<file path="src/adcrf_consts.svh">
// Register offsets, field positions, widths and timing counts of the result formatter.
`ifndef ADCRF_CONSTS_SVH
`define ADCRF_CONSTS_SVH
`define ADCRF_ADDR_W        4
`define ADCRF_OFF_CTRL      4'h0
`define ADCRF_OFF_RES_HIGH  4'h1
`define ADCRF_OFF_RES_LOW   4'h2
`define ADCRF_OFF_STATUS    4'h3
`define ADCRF_CTRL_GO_BIT   1
`define ADCRF_CTRL_FMT_BIT  7
`define ADCRF_RES_W         10
`define ADCRF_CLK_HZ        10000000
`define ADCRF_CONV_TIME_NS  2000
`define ADCRF_CONV_CYCLES   (((`ADCRF_CONV_TIME_NS) * ((`ADCRF_CLK_HZ) / 1000000) + 999) / 1000)
`define ADCRF_CNT_W         8
`define ADCRF_SAMPLE_CYCLE  8'h01
`endif

</file>
<file path="src/adcrf_pkg.sv">
// Types shared by the result formatter.
package adcrf_pkg;
    typedef enum logic [1:0] {ADCRF_IDLE, ADCRF_CONVERT, ADCRF_LOAD} adcrf_state_t;
endpackage

</file>
<file path="src/adcrf_top.sv">
// Result formatting and conversion sequencing of a ten-bit converter.
//
// Added by the designer: the register addresses and the strobed register port.
`timescale 1ns/1ps
`include "adcrf_consts.svh"

module adcrf_top
    import adcrf_pkg::*;
(
    input  wire logic                      ref_clk,
    input  wire logic                      resetn,
    input  wire logic [`ADCRF_ADDR_W-1:0]  addr,
    input  wire logic [7:0]                wdata,
    input  wire logic                      wr_stb,
    input  wire logic                      rd_stb,
    output logic      [7:0]                rdata,
    input  wire logic [`ADCRF_RES_W-1:0]   conversion_result_value,
    output logic                           sample_hold,
    output logic                           conv_busy
);
    adcrf_state_t               state;
    adcrf_state_t               next_state;
    logic [`ADCRF_CNT_W-1:0]    cnt;
    logic [`ADCRF_CNT_W-1:0]    next_cnt;
    logic                       result_justify_select;
    logic                       next_result_justify_select;
    logic                       go;
    logic                       next_go;
    logic [7:0]                 conversion_result_high;
    logic [7:0]                 next_conversion_result_high;
    logic [7:0]                 conversion_result_low;
    logic [7:0]                 next_conversion_result_low;
    logic [7:0]                 next_rdata;
    logic                       next_sample_hold;

    wire wr_ctrl = wr_stb && (addr == `ADCRF_OFF_CTRL);

    always_comb begin
        next_state = state;
        next_cnt = cnt;
        next_go = go;
        next_result_justify_select = result_justify_select;
        next_sample_hold = sample_hold;
        if (wr_ctrl) begin
            next_result_justify_select = wdata[`ADCRF_CTRL_FMT_BIT];
        end
        unique case (state)
            ADCRF_IDLE: begin
                // A write of one starts; software owns the acquisition wait before it.
                if (wr_ctrl && wdata[`ADCRF_CTRL_GO_BIT]) begin
                    next_go = 1'b1;
                    next_state = ADCRF_CONVERT;
                    next_cnt = `ADCRF_CNT_W'(`ADCRF_CONV_CYCLES);
                    next_sample_hold = 1'b1;
                end
            end
            ADCRF_CONVERT: begin
                if (cnt == `ADCRF_SAMPLE_CYCLE) begin
                    next_state = ADCRF_LOAD;
                end
                next_cnt = cnt - `ADCRF_SAMPLE_CYCLE;
            end
            ADCRF_LOAD: begin
                // Hold is released, not discharged, so its charge carries over.
                next_sample_hold = 1'b0;
                next_go = 1'b0;
                next_state = ADCRF_IDLE;
            end
        endcase
    end

    always_ff @(posedge ref_clk or negedge resetn) begin
        if (!resetn) begin
            state <= ADCRF_IDLE;
            cnt <= '0;
            go <= 1'b0;
            result_justify_select <= 1'b0;
            sample_hold <= 1'b0;
        end else begin
            state <= next_state;
            cnt <= next_cnt;
            go <= next_go;
            result_justify_select <= next_result_justify_select;
            sample_hold <= next_sample_hold;
        end
    end

    // Result registers carry no reset, so their content survives a reset unchanged.
    always_comb begin
        next_conversion_result_high = conversion_result_high;
        next_conversion_result_low = conversion_result_low;
        if (state == ADCRF_LOAD) begin
            if (result_justify_select) begin
                next_conversion_result_high = {6'h00, conversion_result_value[9:8]};
                next_conversion_result_low = conversion_result_value[7:0];
            end else begin
                next_conversion_result_high = conversion_result_value[9:2];
                next_conversion_result_low = {conversion_result_value[1:0], 6'h00};
            end
        end else if (wr_stb && addr == `ADCRF_OFF_RES_HIGH) begin
            next_conversion_result_high = wdata;
        end else if (wr_stb && addr == `ADCRF_OFF_RES_LOW) begin
            next_conversion_result_low = wdata;
        end
    end

    always_ff @(posedge ref_clk) begin
        conversion_result_high <= next_conversion_result_high;
        conversion_result_low <= next_conversion_result_low;
    end

    always_comb begin
        next_rdata = 8'h00;
        if (rd_stb) begin
            unique case (addr)
                `ADCRF_OFF_CTRL:     next_rdata = {result_justify_select, 5'h00, go, 1'b0};
                `ADCRF_OFF_RES_HIGH: next_rdata = conversion_result_high;
                `ADCRF_OFF_RES_LOW:  next_rdata = conversion_result_low;
                `ADCRF_OFF_STATUS:   next_rdata = {6'h00, sample_hold, go};
                default:             next_rdata = 8'h00;
            endcase
        end
    end

    always_ff @(posedge ref_clk or negedge resetn) begin
        if (!resetn) begin
            rdata <= 8'h00;
            conv_busy <= 1'b0;
        end else begin
            rdata <= next_rdata;
            conv_busy <= next_go;
        end
    end

    property p_left_high;
        @(posedge ref_clk) disable iff (!resetn)
        (state == ADCRF_LOAD && !result_justify_select)
            |=> conversion_result_high == $past(conversion_result_value[9:2]);
    endproperty
    a_left_high: assert property (p_left_high) else $error("left high wrong");

    property p_left_low;
        @(posedge ref_clk) disable iff (!resetn)
        (state == ADCRF_LOAD && !result_justify_select)
            |=> conversion_result_low == {$past(conversion_result_value[1:0]), 6'h00};
    endproperty
    a_left_low: assert property (p_left_low) else $error("left low wrong");

    property p_right_high;
        @(posedge ref_clk) disable iff (!resetn)
        (state == ADCRF_LOAD && result_justify_select)
            |=> conversion_result_high == {6'h00, $past(conversion_result_value[9:8])};
    endproperty
    a_right_high: assert property (p_right_high) else $error("right high wrong");

    property p_right_low;
        @(posedge ref_clk) disable iff (!resetn)
        (state == ADCRF_LOAD && result_justify_select)
            |=> conversion_result_low == $past(conversion_result_value[7:0]);
    endproperty
    a_right_low: assert property (p_right_low) else $error("right low wrong");

    property p_sw_write;
        @(posedge ref_clk) disable iff (!resetn)
        (wr_stb && addr == `ADCRF_OFF_RES_HIGH && state != ADCRF_LOAD)
            |=> conversion_result_high == $past(wdata);
    endproperty
    a_sw_write: assert property (p_sw_write) else $error("result write lost");

    property p_go_sets;
        @(posedge ref_clk) disable iff (!resetn)
        (state == ADCRF_IDLE && wr_ctrl && wdata[`ADCRF_CTRL_GO_BIT])
            |=> go && conv_busy ##21 !go;
    endproperty
    a_go_sets: assert property (p_go_sets) else $error("conversion timing wrong");

    property p_same_cycle;
        @(posedge ref_clk) disable iff (!resetn)
        $fell(go) |-> $past(state == ADCRF_LOAD);
    endproperty
    a_same_cycle: assert property (p_same_cycle) else $error("clear without load");

    property p_hold_release;
        @(posedge ref_clk) disable iff (!resetn)
        $fell(go) |-> !sample_hold;
    endproperty
    a_hold_release: assert property (p_hold_release) else $error("hold not released");

    property p_sw_write_low;
        @(posedge ref_clk) disable iff (!resetn)
        (wr_stb && addr == `ADCRF_OFF_RES_LOW && state != ADCRF_LOAD)
            |=> conversion_result_low == $past(wdata);
    endproperty
    a_sw_write_low: assert property (p_sw_write_low) else $error("low write lost");

    property p_read_high;
        @(posedge ref_clk) disable iff (!resetn)
        (rd_stb && addr == `ADCRF_OFF_RES_HIGH)
            |=> rdata == $past(conversion_result_high);
    endproperty
    a_read_high: assert property (p_read_high) else $error("high read wrong");

    // Read data stand for one cycle only, so a stale value never passes for a fresh read.
    property p_read_idle;
        @(posedge ref_clk) disable iff (!resetn)
        !rd_stb |=> rdata == 8'h00;
    endproperty
    a_read_idle: assert property (p_read_idle) else $error("read data not cleared");

    c_left: cover property (@(posedge ref_clk) state == ADCRF_LOAD && !result_justify_select);
    c_right: cover property (@(posedge ref_clk) state == ADCRF_LOAD && result_justify_select);
    c_read: cover property (@(posedge ref_clk) rd_stb && addr == `ADCRF_OFF_RES_LOW);
    c_sw_write: cover property (@(posedge ref_clk) wr_stb && addr == `ADCRF_OFF_RES_HIGH);
endmodule // adcrf_top
</file>
<file path="config.mk">
export PLATFORM = sky130hd
export DESIGN_NAME = adcrf_top
export DESIGN_NICKNAME = d
export VERILOG_FILES = /design/src/adcrf_pkg.sv /design/src/adcrf_top.sv
export VERILOG_INCLUDE_DIRS = /design/src
export SDC_FILE = /design/constraint.sdc
export NUM_CORES = 1
export LEC_CHECK = 0
export ABC_AREA = 1
export ABC_CLOCK_PERIOD_IN_PS = 1500
export BUFFER_PORTS_ARGS = -buffer_cell sky130_fd_sc_hd__buf_2
export CAP_MARGIN = 10
export CORE_MARGIN = 2
export CORE_UTILIZATION = 49
export DETAILED_ROUTE_END_ITERATION = 12
export PLACE_DENSITY = 0.8
export SYNTH_ARGS = -nofsm -noshare
export SYNTH_HDL_FRONTEND = slang
export SYNTH_SLANG_ARGS = --single-unit
</file>
<file path="constraint.sdc">
create_clock -name ref_clk -period 1.5 [get_ports ref_clk]
set_input_delay 0.225 -clock ref_clk [delete_from_list [all_inputs] [get_ports ref_clk]]
set_output_delay 0.225 -clock ref_clk [all_outputs]
set_load 0.02 [all_outputs]
</file>
==> metrics.md <==
| Metric | Value |
|---|---|
| Status | finished, final reports clean |
| Drt total wl | roughly 3.6 mm |
| Die extent in y | 65.6 um |
| Tightest Hold Check Type | in -> reg |
| Post-route ant nets | 0 |
| Synthesis Warnings | 0 |
| Mean Syn Cell Area | 8.64 sq um |
| CORE AREA | ~3700 sq um |
| H-tree levels | 2 |
| Post-synthesis simple-gate area fraction | 0.230 |
| #FFs+latches synth | 36 |
| Max transition margin | 0.710 |
| Fin Clk Skew | roughly 5.6 ps |
| Clock Root Buffer | clkbuf_8 |
| DIE WIDTH | about 66 um |
| Slew @ Worst Pin | approximately 440 ps |
| Setup Fix Bufs, Post-CTS | 0 |
| CTS tree | done |
| Total CTS buffers | 5 |
| Routed wire per std cell | 11.6 um |
| FP Rows | 22 |
| Hold Fails Final Rpt | 0 |
| Layout area overhead | 19.2% |
| I/O pins | 36 |
| Crit path top cell by count | inv_1 |
| Required time of the critical path | 1450 ps |
| Critical path class | reg -> reg |
| Clock buffer depth | 2 |
| Total global-route track usage | 0.189 |
| CTS sink cnt | 36 |
| DP Area | about 2100 sq um |
| Starting density of the core | 0.507 |
| # setup viols final | 0 |
| TNS Setup | 0 ps |
| Compound-Gate Fraction of Synth Area | 0.115 |
| Cell area after synthesis | between 1500 and 2000 sq um |
| Worst-skew pair later-pin latency | ~290 ps |
| Drt drc | 0 |
| Sequential area share after synthesis | 0.528 |
| Grt ovf | 0 |
| Synth Area in XOR/XNOR | 0.00472 |
| Post-detail-place hpwl | 2.77 mm |
| Final period util | 0.920 |
| DR pass1 iterations | 4 |
| Global-route wire length before repair | 6.09 mm |
| Fraction of synthesized area in multiplexers | 0 |
| Main combinational cell family by area after synthesis | simple AND/OR/NAND/NOR gates |
| Syn_nets | 246 |
| Worst path slowest cell | dfrtp_1 |
| Startpoint Class | flop |
| Leak pwr | roughly 0.0011 uW |
| RSZ-0062 raised after global routing | no |
| Final slew viol count | 0 |
| # nets final | just under 300 |
| Die area | roughly 4300 sq um |
| Vias in the first global route | 1441 |
| Worst R2R Setup Slack | 120 ps |
| Fill cell count | around 340 |
| Peak VDD IR | 908 uV |
| Final Wtd Congestion | around 0.88 |
| Fin crit period | 1380 ps |
| Clock transition at path regs | ~70 ps |
| Initial antenna violation count | 0 |
| Critical Path Fanout Max | 8 |
| Netlist cell types | 25 |
| Adder-Cell Fraction of Synth Area | 0.0337 |
| CP cell instances | inv_1 -> ha_2 -> inv_1 -> o21ai_2 |
| Vias per Instance | 4.91 |
| DR vias | roughly 1500 |
| Input/output buffers | 35 |
| Power per Cell Area | 1630 nW/um^2 |
| Final instance area | between 2000 and 2500 sq um |
| Antenna fix cells | 0 |
| CP max stage delay | roughly 400 ps |
| Critical Path AT | approximately 1300 ps |
| Iteration-0 DRC Markers | 76 |
| Fmax | roughly 720 MHz |
| Synthesized netlist cell count | 215 |
| Layout cell share with drive strength beyond 1 | 0.255 |
| CP Capture Type | flop |
| Total of max-cap violations | 0 |
| Largest net degree at the start of global routing | 21 |
-- synthesized netlist by cell type --
cell	number	area, sq um
a21oi_1	5	25.0
buf_2	2	10.0
buf_4	1	7.51
dfrtp_1	20	500
edfxtp_1	16	480
ha_1	5	62.6
inv_1	37	139
inv_2	2	7.51
nand2_1	58	218
nand2_2	4	25.0
nand2_4	1	11.3
nand3_1	9	45.0
nand3_2	1	10.0
nand4_1	3	18.8
nor2_1	11	41.3
nor2_2	2	12.5
nor2_4	3	33.8
nor3_1	1	5.00
o21ai_0	8	40.0
o21ai_1	11	55.1
o21ai_2	1	8.76
o221ai_1	4	35.0
o22ai_1	8	50.1
or2_2	1	6.26
xor2_1	1	8.76
-- routing by layer --
layer,global-route usage,vias to the layer above,part of all wire
met2,0.264,63,0.43
met1,0.253,660,0.48
met5,0,-,0
met3,0.0719,4,0.077
met4,0.102,0,0.014
li1,-,781,-
-- final timing paths --
check / from / end / depth (start not counted)
max reg2reg: state[0] / conversion_result_high[1] / 4
min: rd_stb / rdata[0] / 3
min in group asynchronous: resetn / rdata[1] / 2
max in group asynchronous: resetn / state[0] / 2
min reg2reg: conversion_result_high[2] / rdata[2] / 2
max: state[0] / conversion_result_high[1] / 4
-- kinds of logic after synthesis --
kind of cell / count (synthesis)
buffers and inverters: 42
AO/OA/AOI/OAI: 37
flip-flops: 36
XOR/XNOR: 1
adder cells (fa/ha/maj): 5
AND/OR/NAND/NOR: 94
-- sequential cells by signal (all words and copies together) (netlist names) --
signal / cells
cnt: 8
conv_busy: 1
conversion_result_low: 8
conversion_result_high: 8
rdata: 8
state: 2
result_justify_select: 1
-- power by group --
part / internal, uW / switching [uW]
sequential: 1340 / 161
combinational: 488 / 921
clock: 328 / 356
total: 2160 / 1440
-- critical path, delay by kind of cell (launching register included) --
family	cells	cell delay, ps
fa+ha+maj	1	240
flops	1	400
compound gates	1	190
buf+inv	2	220
-- cell usage in the layout, fill, tap and decap left out, types with 2 or more instances in the layout --
master       n
nor2_2       2
nand2_1     55
buf_4        3
a21oi_1      5
buf_2       35
clkbuf_8     5
ha_1         4
inv_2        2
o21ai_2      2
nor2_1      11
nand2_2      7
edfxtp_1    16
clkinvlp_4   2
nor2_4       3
o221ai_1     4
dfrtp_1     20
nand3_1      9
o21ai_1     11
o22ai_1      8
o21ai_0      7
inv_1       37
nand4_1      3
-- metrics by stage --
| step | total power, uW | hold WS [ps] | std cells | util | setup slack, ps |
|---|---|---|---|---|---|
| after floorplan | 2540 | -70.6 | 215 | - | 49.7 |
| after global placement | 2840 | 192 | 298 | 0.574 | 114 |
| after detailed placement | 2890 | 198 | 298 | 0.574 | 45.5 |
| after CTS | 3590 | 148 | 307 | 0.602 | 36.6 |
| after global routing | 3880 | 172 | 307 | 0.605 | 7.07 |
| final | 3600 | 155 | 307 | 0.605 | 119 |
-- layout make-up --
type	count	area, sq um	area share
Timing Repair Buffer	39	208	0.0938
Sequential cell	36	981	0.443
Clock buffer	5	68.8	0.0311
Tap cell	48	60.1	0.0271
Multi-Input combinational cell	137	726	0.328
Clock inverter	3	23.8	0.0107
Inverter	39	146	0.0661
-- timing repair --
action | 4_1_cts | 5_1_grt
hold endpoints to repair | 20 | 0
hold buffers | 1 | 0
endpoints found under the setup margin | 0 | 16
resized for setup | 0 | 4
(Power assumes the default switching activity.)
